File: config.mk
export PLATFORM = sky130hd
export DESIGN_NAME = timer_io_select_ch3_ch4
export DESIGN_NICKNAME = d
export VERILOG_FILES = /design/src/timer_io_pkg.sv /design/src/io_select_unit.sv /design/src/ahb_reg_slave.sv /design/src/timer_io_select_ch3_ch4.sv
export VERILOG_INCLUDE_DIRS = /design/src
export SDC_FILE = /design/constraint.sdc
export NUM_CORES = 1
export LEC_CHECK = 0
export BUFFER_PORTS_ARGS = -buffer_cell sky130_fd_sc_hd__buf_2
export CAP_MARGIN = 25
export CORE_MARGIN = 2
export CORE_UTILIZATION = 40
export CTS_CLUSTER_DIAMETER = 60
export DETAILED_ROUTE_END_ITERATION = 16
export PLACE_DENSITY_LB_ADDON = 0.05
export RECOVER_POWER = 50
export SLEW_MARGIN = 20
export SYNTH_ARGS = -nofsm -noshare
export SYNTH_HDL_FRONTEND = slang
export SYNTH_SLANG_ARGS = --single-unit
export TNS_END_PERCENT = 50
File: constraint.sdc
create_clock -name mclk -period 2.3 [get_ports mclk]
set_input_delay 0.46 -clock mclk [delete_from_list [all_inputs] [get_ports mclk]]
set_output_delay 0.46 -clock mclk [all_outputs]
set_load 0.05 [all_outputs]
File: src/timer_io_map.svh
// Register map, field positions, reset values and event bits of the channel 3/4 I/O selection block
// How it works
// - Field 00xx: compare, pin starts low; 00 off, 01 low, 10 high on match.
// - Field 01xx: compare, pin starts high; 00 off, 01 low, 10 high on match.
// - Low bits 11 in compare mode toggle the pin at each match.
// - Field 1000: capture counter on rising edge of own pin.
// - Field 1001: capture counter on falling edge of own pin.
// - Field 101x: capture counter on both edges of own pin.
// - Channel 3 A and C field 11xx: capture on each channel 4 count step.
// - Channel 4 prescaler 000 makes the count-step capture source inert.
// - Buffer mode for register A: register C field yields no event.
// - Channel 4 A field 11xx: capture on channel 3 A match or capture.
// - Channel 3 register C field uses same encoding on its own pin C.
`ifndef TIMER_IO_MAP_SVH
`define TIMER_IO_MAP_SVH

`define OFS_CH3_IO_CTRL_HIGH 12'h000
`define OFS_CH3_IO_CTRL_LOW  12'h004
`define OFS_CH4_IO_CTRL      12'h008
`define OFS_CH3_MODE_REG     12'h00C
`define OFS_CH4_COUNTER_CTRL 12'h010
`define OFS_EVENT_STATUS     12'h014
`define OFS_EVENT_MASK       12'h018
`define OFS_PIN_STATE        12'h01C

`define RST_IO_CTRL          8'h00
`define RST_MODE             8'h00
`define RST_COUNTER_CTRL     8'h00
`define RST_MASK             8'h00

`define FLD_SEL_A_LSB        0
`define FLD_SEL_C_LSB        0
`define FLD_BUFFER_A_BIT     4
`define FLD_PRESCALE_LSB     0
`define PRESCALE_UNDIVIDED   3'h0

`define EVT_CH3_A            0
`define EVT_CH3_C            1
`define EVT_CH4_A            2
`define EVT_COUNT            3

`endif

File: src/timer_io_pkg.sv
// Types shared by the channel 3/4 I/O selection block
package timer_io_pkg;
    typedef logic [3:0] io_sel_t;
    typedef enum logic [2:0]
    {
        BUS_IDLE  = 3'b001,
        BUS_WRITE = 3'b010,
        BUS_READ  = 3'b100
    } bus_state_e;
endpackage : timer_io_pkg

File: src/io_select_unit.sv
// One general register's pin function: compare output or capture trigger
module io_select_unit
(
    // Clock and reset
    input  wire logic                  mclk,
    input  wire logic                  rst_n,
    // Control
    input  wire timer_io_pkg::io_sel_t ioSel,
    input  wire logic                  inhibit,
    input  wire logic                  cascadeEvt,
    // Pin and match
    input  wire logic                  pinIn,
    input  wire logic                  compareMatch,
    // Results
    output logic                       pinOut,
    output logic                       pinOe,
    output logic                       captureEvt,
    output logic                       matchEvt
);
    logic pinPrev_ff;
    logic nxt_pinPrev;
    logic pinOut_ff;
    logic nxt_pinOut;
    logic pinOe_ff;
    logic nxt_pinOe;
    logic capture_ff;
    logic nxt_capture;
    logic match_ff;
    logic nxt_match;
    timer_io_pkg::io_sel_t selPrev_ff;
    logic isCompare;
    logic selChanged;

    assign isCompare  = ~ioSel[3] & ~inhibit;
    assign selChanged = ioSel != selPrev_ff;

    always_comb
    begin
        nxt_pinPrev = pinIn;
        nxt_pinOut  = pinOut_ff;
        nxt_pinOe   = 1'b0;
        nxt_capture = 1'b0;
        nxt_match   = 1'b0;
        if (isCompare)
        begin
            nxt_pinOe = ioSel[1:0] != 2'b00;
            // A match in the cycle of a select change still counts as an event
            nxt_match = compareMatch;
            if (selChanged)
            begin
                nxt_pinOut = ioSel[2];
            end
            else if (compareMatch)
            begin
                case (ioSel[1:0])
                    2'b01:   nxt_pinOut = 1'b0;
                    2'b10:   nxt_pinOut = 1'b1;
                    2'b11:   nxt_pinOut = ~pinOut_ff;
                    default: nxt_pinOut = pinOut_ff;
                endcase
            end
        end
        else if (!inhibit)
        begin
            casez (ioSel[2:0])
                3'b000:  nxt_capture = pinIn & ~pinPrev_ff;
                3'b001:  nxt_capture = ~pinIn & pinPrev_ff;
                3'b01?:  nxt_capture = pinIn ^ pinPrev_ff;
                default: nxt_capture = cascadeEvt;
            endcase
        end
    end

    always_ff @(posedge mclk)
    begin
        if (!rst_n)
        begin
            pinPrev_ff <= 1'b0;
            pinOut_ff  <= 1'b0;
            pinOe_ff   <= 1'b0;
            capture_ff <= 1'b0;
            match_ff   <= 1'b0;
            selPrev_ff <= 4'h0;
        end
        else
        begin
            pinPrev_ff <= nxt_pinPrev;
            pinOut_ff  <= nxt_pinOut;
            pinOe_ff   <= nxt_pinOe;
            capture_ff <= nxt_capture;
            match_ff   <= nxt_match;
            selPrev_ff <= ioSel;
        end
    end

    assign pinOut     = pinOut_ff;
    assign pinOe      = pinOe_ff;
    assign captureEvt = capture_ff;
    assign matchEvt   = match_ff;
endmodule : io_select_unit

File: src/ahb_reg_slave.sv
// AHB-Lite slave front end: registers the address phase, always zero wait, OKAY
module ahb_reg_slave
(
    // AHB-Lite
    input  wire logic        mclk,
    input  wire logic        rst_n,
    input  wire logic        hsel,
    input  wire logic [11:0] haddr,
    input  wire logic [1:0]  htrans,
    input  wire logic        hwrite,
    input  wire logic        hready,
    // Decoded access
    output logic             wrEn,
    output logic             rdPhase,
    output logic [11:0]      accAddr
);
    timer_io_pkg::bus_state_e state_ff;
    timer_io_pkg::bus_state_e nxt_state;
    logic [11:0] addr_ff;
    logic [11:0] nxt_addr;

    always_comb
    begin
        nxt_state = timer_io_pkg::BUS_IDLE;
        nxt_addr  = addr_ff;
        if (hsel && htrans[1] && hready)
        begin
            nxt_addr  = {haddr[11:2], 2'b00};
            nxt_state = hwrite ? timer_io_pkg::BUS_WRITE : timer_io_pkg::BUS_READ;
        end
    end

    always_ff @(posedge mclk)
    begin
        if (!rst_n)
        begin
            state_ff <= timer_io_pkg::BUS_IDLE;
            addr_ff  <= 12'h000;
        end
        else
        begin
            state_ff <= nxt_state;
            addr_ff  <= nxt_addr;
        end
    end

    always_comb
    begin
        wrEn    = 1'b0;
        rdPhase = 1'b0;
        case (state_ff)
            timer_io_pkg::BUS_WRITE: wrEn    = 1'b1;
            timer_io_pkg::BUS_READ:  rdPhase = 1'b1;
            default:                 wrEn    = 1'b0;
        endcase
    end

    assign accAddr = addr_ff;
endmodule : ahb_reg_slave

File: src/timer_io_select_ch3_ch4.sv
// Top of the channel 3/4 I/O selection block with its register file
`include "timer_io_map.svh"
module timer_io_select_ch3_ch4
(
    // Clock and reset
    input  wire logic        mclk,
    input  wire logic        rst_n,
    // AHB-Lite slave
    input  wire logic        hsel,
    input  wire logic [11:0] haddr,
    input  wire logic [1:0]  htrans,
    input  wire logic        hwrite,
    input  wire logic [2:0]  hsize,
    input  wire logic        hready,
    input  wire logic [31:0] hwdata,
    output logic [31:0]      hrdata,
    output logic             hreadyout,
    output logic             hresp,
    // Timer pins
    input  wire logic        ch3PinAIn,
    output logic             ch3PinAOut,
    output logic             ch3PinAOe,
    input  wire logic        ch3PinCIn,
    output logic             ch3PinCOut,
    output logic             ch3PinCOe,
    input  wire logic        ch4PinAIn,
    output logic             ch4PinAOut,
    output logic             ch4PinAOe,
    // Counter side
    input  wire logic        ch3MatchA,
    input  wire logic        ch3MatchC,
    input  wire logic        ch4MatchA,
    input  wire logic        ch4CountStep,
    output logic             ch3CaptureA,
    output logic             ch3CaptureC,
    output logic             ch4CaptureA,
    // Interrupt
    output logic             irq
);
    // ****************************************
    // Register file
    // ****************************************
    logic [7:0] ioHigh_ff;
    logic [7:0] nxt_ioHigh;
    logic [7:0] ioLow_ff;
    logic [7:0] nxt_ioLow;
    logic [7:0] io4_ff;
    logic [7:0] nxt_io4;
    logic [7:0] mode_ff;
    logic [7:0] nxt_mode;
    logic [7:0] cntCtrl_ff;
    logic [7:0] nxt_cntCtrl;
    logic [3:0] status_ff;
    logic [3:0] nxt_status;
    logic [3:0] mask_ff;
    logic [3:0] nxt_mask;
    logic [31:0] rdata_ff;
    logic [31:0] nxt_rdata;
    logic irq_ff;
    logic nxt_irq;
    logic       wrEn;
    logic       rdPhase;
    logic [11:0] accAddr;
    logic [11:0] rdAddr;
    logic [3:0] evt;
    logic       bufferA;
    logic       countEvt;
    logic       capA3;
    logic       capC3;
    logic       capA4;
    logic       mtA3;
    logic       mtC3;
    logic       mtA4;
    logic       pA3o;
    logic       pA3e;
    logic       pC3o;
    logic       pC3e;
    logic       pA4o;
    logic       pA4e;

    ahb_reg_slave u_bus
    (
        .mclk    (mclk),
        .rst_n   (rst_n),
        .hsel    (hsel),
        .haddr   (haddr),
        .htrans  (htrans),
        .hwrite  (hwrite),
        .hready  (hready),
        .wrEn    (wrEn),
        .rdPhase (rdPhase),
        .accAddr (accAddr)
    );

    // Read data follows the address being accepted, else the last one
    assign rdAddr   = (hsel && htrans[1] && hready) ? {haddr[11:2], 2'b00} : accAddr;
    // Buffer mode turns register C into register A's shadow
    assign bufferA  = mode_ff[`FLD_BUFFER_A_BIT];
    // With undivided count clock the step source is inert
    assign countEvt = ch4CountStep & (cntCtrl_ff[`FLD_PRESCALE_LSB +: 3] != `PRESCALE_UNDIVIDED);

    // ****************************************
    // Channel units
    // ****************************************
    io_select_unit u_ch3a
    (
        .mclk         (mclk),
        .rst_n        (rst_n),
        .ioSel        (ioHigh_ff[`FLD_SEL_A_LSB +: 4]),
        .inhibit      (1'b0),
        .cascadeEvt   (countEvt),
        .pinIn        (ch3PinAIn),
        .compareMatch (ch3MatchA),
        .pinOut       (pA3o),
        .pinOe        (pA3e),
        .captureEvt   (capA3),
        .matchEvt     (mtA3)
    );

    io_select_unit u_ch3c
    (
        .mclk         (mclk),
        .rst_n        (rst_n),
        .ioSel        (ioLow_ff[`FLD_SEL_C_LSB +: 4]),
        .inhibit      (bufferA),
        .cascadeEvt   (countEvt),
        .pinIn        (ch3PinCIn),
        .compareMatch (ch3MatchC),
        .pinOut       (pC3o),
        .pinOe        (pC3e),
        .captureEvt   (capC3),
        .matchEvt     (mtC3)
    );

    // Cascade takes channel 3 A match or capture; one cycle later than the source
    io_select_unit u_ch4a
    (
        .mclk         (mclk),
        .rst_n        (rst_n),
        .ioSel        (io4_ff[`FLD_SEL_A_LSB +: 4]),
        .inhibit      (1'b0),
        .cascadeEvt   (capA3 | mtA3),
        .pinIn        (ch4PinAIn),
        .compareMatch (ch4MatchA),
        .pinOut       (pA4o),
        .pinOe        (pA4e),
        .captureEvt   (capA4),
        .matchEvt     (mtA4)
    );

    assign evt[`EVT_CH3_A] = capA3 | mtA3;
    assign evt[`EVT_CH3_C] = capC3 | mtC3;
    assign evt[`EVT_CH4_A] = capA4 | mtA4;
    assign evt[`EVT_COUNT] = countEvt;

    // ****************************************
    // Register write, status and read
    // ****************************************
    always_comb
    begin
        nxt_ioHigh  = ioHigh_ff;
        nxt_ioLow   = ioLow_ff;
        nxt_io4     = io4_ff;
        nxt_mode    = mode_ff;
        nxt_cntCtrl = cntCtrl_ff;
        nxt_mask    = mask_ff;
        nxt_status  = status_ff;
        if (wrEn)
        begin
            case (accAddr)
                `OFS_CH3_IO_CTRL_HIGH: nxt_ioHigh  = hwdata[7:0];
                `OFS_CH3_IO_CTRL_LOW:  nxt_ioLow   = hwdata[7:0];
                `OFS_CH4_IO_CTRL:      nxt_io4     = hwdata[7:0];
                `OFS_CH3_MODE_REG:     nxt_mode    = hwdata[7:0];
                `OFS_CH4_COUNTER_CTRL: nxt_cntCtrl = hwdata[7:0];
                `OFS_EVENT_MASK:       nxt_mask    = hwdata[3:0];
                `OFS_EVENT_STATUS:     nxt_status  = status_ff & ~hwdata[3:0];
                default:               nxt_mask    = mask_ff;
            endcase
        end
        // A new event wins over a clear in the same cycle
        nxt_status = nxt_status | evt;
        nxt_irq    = |(nxt_status & nxt_mask);
        nxt_rdata  = 32'h0000_0000;
        case (rdAddr)
            `OFS_CH3_IO_CTRL_HIGH: nxt_rdata[7:0] = nxt_ioHigh;
            `OFS_CH3_IO_CTRL_LOW:  nxt_rdata[7:0] = nxt_ioLow;
            `OFS_CH4_IO_CTRL:      nxt_rdata[7:0] = nxt_io4;
            `OFS_CH3_MODE_REG:     nxt_rdata[7:0] = nxt_mode;
            `OFS_CH4_COUNTER_CTRL: nxt_rdata[7:0] = nxt_cntCtrl;
            `OFS_EVENT_STATUS:     nxt_rdata[3:0] = nxt_status;
            `OFS_EVENT_MASK:       nxt_rdata[3:0] = nxt_mask;
            `OFS_PIN_STATE:        nxt_rdata[5:0] = {pA4e, pA4o, pC3e, pC3o, pA3e, pA3o};
            default:               nxt_rdata      = 32'h0000_0000;
        endcase
    end

    always_ff @(posedge mclk)
    begin
        if (!rst_n)
        begin
            ioHigh_ff  <= `RST_IO_CTRL;
            ioLow_ff   <= `RST_IO_CTRL;
            io4_ff     <= `RST_IO_CTRL;
            mode_ff    <= `RST_MODE;
            cntCtrl_ff <= `RST_COUNTER_CTRL;
            mask_ff    <= 4'h0;
            status_ff  <= 4'h0;
            rdata_ff   <= 32'h0000_0000;
            irq_ff     <= 1'b0;
        end
        else
        begin
            ioHigh_ff  <= nxt_ioHigh;
            ioLow_ff   <= nxt_ioLow;
            io4_ff     <= nxt_io4;
            mode_ff    <= nxt_mode;
            cntCtrl_ff <= nxt_cntCtrl;
            mask_ff    <= nxt_mask;
            status_ff  <= nxt_status;
            rdata_ff   <= nxt_rdata;
            irq_ff     <= nxt_irq;
        end
    end

    // Outputs; unit outputs are already flip-flops
    assign hrdata      = rdata_ff;
    assign hreadyout   = 1'b1;
    assign hresp       = 1'b0;
    assign irq         = irq_ff;
    assign ch3PinAOut  = pA3o;
    assign ch3PinAOe   = pA3e;
    assign ch3PinCOut  = pC3o;
    assign ch3PinCOe   = pC3e;
    assign ch4PinAOut  = pA4o;
    assign ch4PinAOe   = pA4e;
    assign ch3CaptureA = capA3;
    assign ch3CaptureC = capC3;
    assign ch4CaptureA = capA4;
endmodule : timer_io_select_ch3_ch4

==> flow_metrics.py, run 1 <==
metrics = {
    "run_status": {
        "status": "finished clean",
    },
    "critical_path": {
        "worstReg2RegStart": "u_bus.accAddr[7]$_SDFF_PN0_",
        "critPathLaunchType": "register",
        "critPathLaunch": "u_bus.accAddr[7]$_SDFF_PN0_",
        "crit_required_ns": 2.53,
        "crit_fanout": 4,
        "endpoint_kind": "register",
        "path_class": "reg2reg",
        "cp.arrival_ns": 2.47,
    },
    "floorplan": {
        "io_pins": 105,
        "initial_core_util": 0.4149,
        "die_w_um": 113.3,
        "fp.dieArea_um2": 12840,
        "row_count": 39,
        "fp.coreArea_um2": 11520,
        "die_h_um": 113.3,
    },
    "clocking": {
        "clk_pin_slew_ns": 0.07,
        "cts_buffers": 9,
        "cts_resized": 0,
        "clk_latency_ns": 0.34,
        "cts_htree_levels": 3,
        "cts_tree": "yes",
        "cts_max_path_buffers": 2,
        "cts_root_buf": "clkbuf_16",
        "numClockSinks": 99,
        "post-cts-setup-buffers": 0,
        "holdBufCountCts": 0,
    },
    "sta": {
        "tns_ns": 0,
        "slew_viol_final": 0,
        "hold-worst-slack_ns": 0.2850,
        "fin_crit_sh": 0.9729,
        "tightestPinTransition_ns": 1.128,
        "max_freq_ghz": 0.4469,
        "final.min_clock_period_ns": 2.238,
        "rsz0062_at_grt": "true",
        "hold_viol_final": 0,
        "layout_setup_ws_ns": 0.06233,
        "final-setup-viol-count": 0,
        "finalClockSkew_ns": 0.008327,
        "slew_headroom": 0.2482,
    },
    "global_routing": {
        "grt_first_pass_wirelength_um": 20270,
        "antenna_found_initial": 0,
        "grt_max_degree": 54,
        "grt_pass1_vias": 3888,
        "gr-total-overflow": 0,
        "grt_usage": 0.2029,
    },
    "power": {
        "clkPwrFrac": 0.404,
        "p_leak_nw": 2.460,
        "intPower_mw": 2.723,
        "ir_worst_vdd_mv": 0.3297,
        "sw_frac_of_total": 0.2509,
        "p_comb_frac": 0.116,
        "p_switching_mw": 0.9122,
        "p_seq_frac": 0.480,
        "powerDensity_nw_per_um2": 647.7,
    },
    "placement": {
        "gp_congestion": 0.8501,
        "hpwl_um": 9326,
        "placed_area_um2": 5333,
        "dp_worst_setup_slack_ns": -0.2160,
        "portBuffers": 48,
    },
    "route": {
        "drt_wl_total_um": 12690,
        "ant_nets": 0,
        "first_pass_iters": 4,
        "drt_iter0_markers": 253,
        "wl_per_cell_um": 16.83,
        "vias_per_cell": 5.257,
        "num_vias": 3964,
        "route.detailed.drc": 0,
    },
    "yosys": {
        "synth_area_um2": 4778,
        "yosysUniqueCellTypes": 68,
        "syn_inst": 527,
        "yosysSeqAreaShare": 0.4148,
        "async_reset_ff_frac": 0,
        "synth-edff-count": 0,
        "syn_avg_cell_area_um2": 9.067,
        "synth_seq_cells": 99,
        "ys.flop_type": "dfxtp_1",
        "ys_warn_count": 0,
    },
    "finish": {
        "nets": 673,
        "final_util": 0.4874,
        "diodes": 0,
        "area_growth_pct": 17.47,
        "drive_gt1_frac": 0.2029,
        "stdcell_area_um2": 5613,
    },
    "min_path": {
        "worstHoldStart": "hwrite",
        "hold_path.class": "in2reg",
    },
    "flow_run": {
        "cap_violations": 0,
    },
}
worst max-delay path, stage by stage, from the launching register on:
cell and delay, ns:
dfxtp_1 0.32, buf_4 0.15, nor4b_2 0.46, nand4_1 0.29, or2_1 0.28, a21oi_1 0.30, o22ai_1 0.12, o21a_1 0.21
placed cells by master, fill, tap and decap left out, drive strengths merged, types with 12 or more instances in the layout:
cell	count
a21oi	27
and2	15
buf	78
clkbuf	36
conb	26
dfxtp	99
inv	14
mux2i	41
nand2	34
nor2	82
nor3	16
o21ai	14
xor2	12
cells by family (layout without fill, tap and decap cells):
| logic type | Yosys count | after routing | share of synthesized area |
|---|---|---|---|
| buf+inv | 69 | 129 | 0.09217 |
| fa+ha+maj | 6 | 6 | 0.01571 |
| compound gates | 93 | 93 | 0.1288 |
| xor+xnor | 13 | 13 | 0.02383 |
| flops | 99 | 99 | 0.4148 |
| mux | 44 | 44 | 0.09636 |
| other cells | 2 | 26 | 0.001572 |
| simple gates | 201 | 201 | 0.2268 |
power by group through the flow:
stage,sequential [mW],clock [mW],combinational [mW]
after CTS,1.74,1.51,0.423
after global routing,1.75,1.57,0.457
after global placement,1.78,0,0.417
final,1.75,1.47,0.422
after detailed placement,1.78,0,0.421
after floorplan,1.79,0,0.294
registers in the layout, summed over array words and instances, names as in the netlist, 3 cells and up:
signal / count
io4_ff: 8
cntCtrl_ff: 8
hrdata: 8
u_ch3c.selPrev_ff: 4
status_ff: 4
ioLow_ff: 8
ioHigh_ff: 8
u_bus.accAddr: 12
mask_ff: 4
mode_ff: 8
u_bus.state_ff: 3
u_ch3a.selPrev_ff: 4
u_ch4a.selPrev_ff: 4
layer usage:
layer | GRT usage | share of wire | routed length, um | up-vias
li1 | - | - | - | 1965
met1 | 0.2733 | 0.46 | 5875 | 1883
met2 | 0.3333 | 0.47 | 5940 | 101
met3 | 0.03803 | 0.056 | 712 | 15
met4 | 0.05772 | 0.013 | 163 | 0
met5 | 0 | 0 | 0 | -
through the flow:
| stage | total power, mW | instances |
|---|---|---|
| final | 3.635 | 754 |
| after detailed placement | 2.205 | 738 |
| after floorplan | 2.087 | 551 |
| after global routing | 3.776 | 754 |
| after CTS | 3.676 | 754 |
| after global placement | 2.200 | 738 |
Yosys cell counts, drive strengths merged (3+ instances only):
library cell	n	area, um2
inv	14	52.55
buf	34	271.5
nand2b	3	18.77
mux2	3	37.53
o32ai	6	52.55
clkbuf	20	105.1
a211oi	5	37.54
and2	15	96.34
nand2	34	127.6
a21oi	27	135.1
nor4b	6	80.08
a211o	3	27.53
mux2i	41	422.9
xor2	12	105.1
nand3	4	20.02
a31oi	4	25.02
o21a	3	22.52
ha	6	75.07
dfxtp	99	1982
nor4	10	96.35
o2111ai	3	26.28
nor2	82	310.3
o22ai	11	68.82
nor3b	3	22.52
and3	5	31.28
o21ai	14	70.07
o31a	3	26.28
nand4	6	56.31
nor3	16	91.34
nor2b	5	31.28
final timing paths:
| path | end | slack (ns) | cells after the start |
|---|---|---|---|
| hold / removal | u_bus.state_ff[2]$_SDFF_PN0_ | 0.28 | 2 |
| setup / recovery | irq$_SDFF_PN0_ | 0.06 | 7 |
| hold reg to reg | mode_ff[3]$_SDFF_PN0_ | 0.45 | 2 |
| setup reg to reg | irq$_SDFF_PN0_ | 0.06 | 7 |
final cells by class:
type	instances	area, um2
fillers	1162	5903
multi-input cells	383	2476
flip-flops and latches	99	1982
repair buffers	99	630.6
clock buffers	15	287.8
well taps	143	178.9
inverters	14	52.55
clock inverters	1	5.005
Power figures use the tool's default switching activity.
==> run 2: changes to the inputs <==
--- a/config.mk
+++ b/config.mk
@@ -6,14 +6,13 @@
 export SDC_FILE = /design/constraint.sdc
 export NUM_CORES = 1
 export LEC_CHECK = 0
-export BUFFER_PORTS_ARGS = -buffer_cell sky130_fd_sc_hd__buf_2
 export CAP_MARGIN = 25
 export CORE_MARGIN = 2
 export CORE_UTILIZATION = 40
 export CTS_CLUSTER_DIAMETER = 60
 export DETAILED_ROUTE_END_ITERATION = 16
+export DONT_BUFFER_PORTS = 1
 export PLACE_DENSITY_LB_ADDON = 0.05
-export RECOVER_POWER = 50
 export SLEW_MARGIN = 20
 export SYNTH_ARGS = -nofsm -noshare
 export SYNTH_HDL_FRONTEND = slang
==> flow_metrics.py, run 2 (synthesis gave the netlist of run 1 again) <==
metrics = {
    "run_status": {
        "status": "finished clean",
    },
    "power": {
        "powerDensity_nw_per_um2": 682.4,
        "p_leak_nw": 2.255,
        "ir_worst_vdd_mv": 0.3687,
    },
    "clocking": {
        "cts_htree_levels": 3,
        "numClockSinks": 99,
        "clk_latency_ns": 0.36,
        "cts_buffers": 9,
        "cts_max_path_buffers": 2,
        "holdBufCountCts": 0,
        "cts_tree": "yes",
        "clk_pin_slew_ns": 0.07,
        "cts_root_buf": "clkbuf_16",
    },
    "sta": {
        "final-setup-viol-count": 0,
        "tightestPinTransition_ns": 0.6963,
        "layout_setup_ws_ns": 0.07940,
        "final.min_clock_period_ns": 2.221,
        "finalClockSkew_ns": 0.008110,
        "tns_ns": 0,
        "slew_headroom": 0.5352,
        "hold_viol_final": 0,
        "fin_crit_sh": 0.9655,
        "max_freq_ghz": 0.4503,
        "rsz0062_at_grt": "true",
        "slew_viol_final": 0,
    },
    "finish": {
        "final_common_cell": "dfxtp_1",
        "layout_common_cells": "dfxtp_1 (96), nor2_1 (81), mux2i_1 (37), buf_4 (37), nand2_1 (34)",
        "diodes": 0,
        "final_cells": 694,
        "largest_reg_flops": 12,
        "nets": 613,
        "area_growth_pct": 11.86,
        "drive_gt1_frac": 0.1670,
    },
    "route": {
        "wl_met1_um": 6211,
        "met3_length_um": 596,
        "first_pass_iters": 4,
        "wl_met2_um": 5440,
        "vias_per_cell": 5.372,
        "route.detailed.drc": 0,
        "wl_per_cell_um": 18.04,
        "ant_nets": 0,
        "num_vias": 3728,
        "drt_iter0_markers": 262,
        "top_layer": "met4",
        "drt_wl_total_um": 12520,
    },
    "placement": {
        "portBuffers": 0,
        "hpwl_um": 9120,
        "dp.cells": 677,
        "dp_worst_setup_slack_ns": -0.1169,
        "gp_congestion": 0.8573,
    },
    "global_routing": {
        "grt_first_pass_wirelength_um": 20150,
        "grt_pass1_vias": 3675,
        "grt_max_degree": 35,
        "grt_usage": 0.2045,
        "antenna_found_initial": 0,
        "gr-total-overflow": 0,
    },
    "floorplan": {
        "row_count": 39,
        "io_pins": 105,
        "fp.coreArea_um2": 11520,
        "die_h_um": 113.3,
        "initial_core_util": 0.4149,
        "fp.dieArea_um2": 12840,
        "die_w_um": 113.3,
    },
    "critical_path": {
        "path_class": "reg2reg",
        "crit_fanout": 5,
        "crit_required_ns": 2.53,
        "cp.arrival_ns": 2.45,
        "critPathLaunchType": "register",
        "endpoint_kind": "register",
    },
    "min_path": {
        "hold_path.class": "in2reg",
    },
    "flow_run": {
        "cap_violations": 0,
    },
}
## run 2: cell count changes in the layout (fill, tap and decap cells not counted), sizes merged
| cell | change |
|---|---|
| clkbuf | -27 |
| clkinvlp | +2 |
| buf | -39 |
| clkinv | +1 |
| bufinv | +1 |
| inv | +2 |
## run 2: worst paths after layout
path	to	cells past startpoint	startpoint	slack (ns)
worst max-delay path	hrdata[5]$_SDFF_PN0_	8	u_bus.accAddr[2]$_SDFF_PN0_	0.08
worst min-delay path	u_bus.state_ff[2]$_SDFF_PN0_	1	hwrite	0.17
worst min register to register	mode_ff[3]$_SDFF_PN0_	2	mode_ff[3]$_SDFF_PN0_	0.46
worst max register to register	hrdata[5]$_SDFF_PN0_	8	u_bus.accAddr[2]$_SDFF_PN0_	0.08
## run 2: per-stage QoR
step           area, um2  power, mW  hold slack [ns]  utilization
3_5_place_dp        4957      2.116           0.4458       0.4305
5_1_grt             5345      3.785           0.1607       0.4641
4_1_cts             5268      3.678           0.1576       0.4574
2_1_floorplan       4868      2.087           0.4319            -
3_3_place_gp        4957      2.113           0.4373       0.4305
6_report            5345      3.647           0.1677       0.4641
## run 2: per-layer routing
layer,up-vias,track usage
met4,0,0.09024
met2,92,0.3098
li1,1843,-
met1,1777,0.2802
met5,-,0
met3,16,0.04446
## run 2: area by class of cell
| type | instances | area, um2 |
|---|---|---|
| inverters | 14 | 52.55 |
| repair buffers | 39 | 309.0 |
| fillers | 1144 | 6171 |
| well taps | 143 | 178.9 |
| flip-flops and latches | 99 | 1986 |
| multi-input cells | 383 | 2517 |
| clock buffers | 9 | 225.2 |
| clock inverters | 7 | 76.32 |
## run 2: power by group
part / total, mW / internal (mW) / switching (mW)
clock network: 1.56 / 0.851 / 0.709
logic: 0.329 / 0.100 / 0.229
registers: 1.76 / 1.73 / 0.0255
## run 2: repair_timing
action,CTS,global route
pin swaps,0,4
setup endpoints to repair,1,6
setup buffers,0,1
gates resized for setup,1,15
## run 2: worst max-delay path, cell delays in order, from the launching register on
cell and delay (ns):
dfxtp_1 0.35, nor4_2 0.44, nand4_1 0.22, buf_4 0.20, buf_4 0.16, mux2i_2 0.21
o32ai_1 0.10, a221oi_1 0.28, a21oi_1 0.12
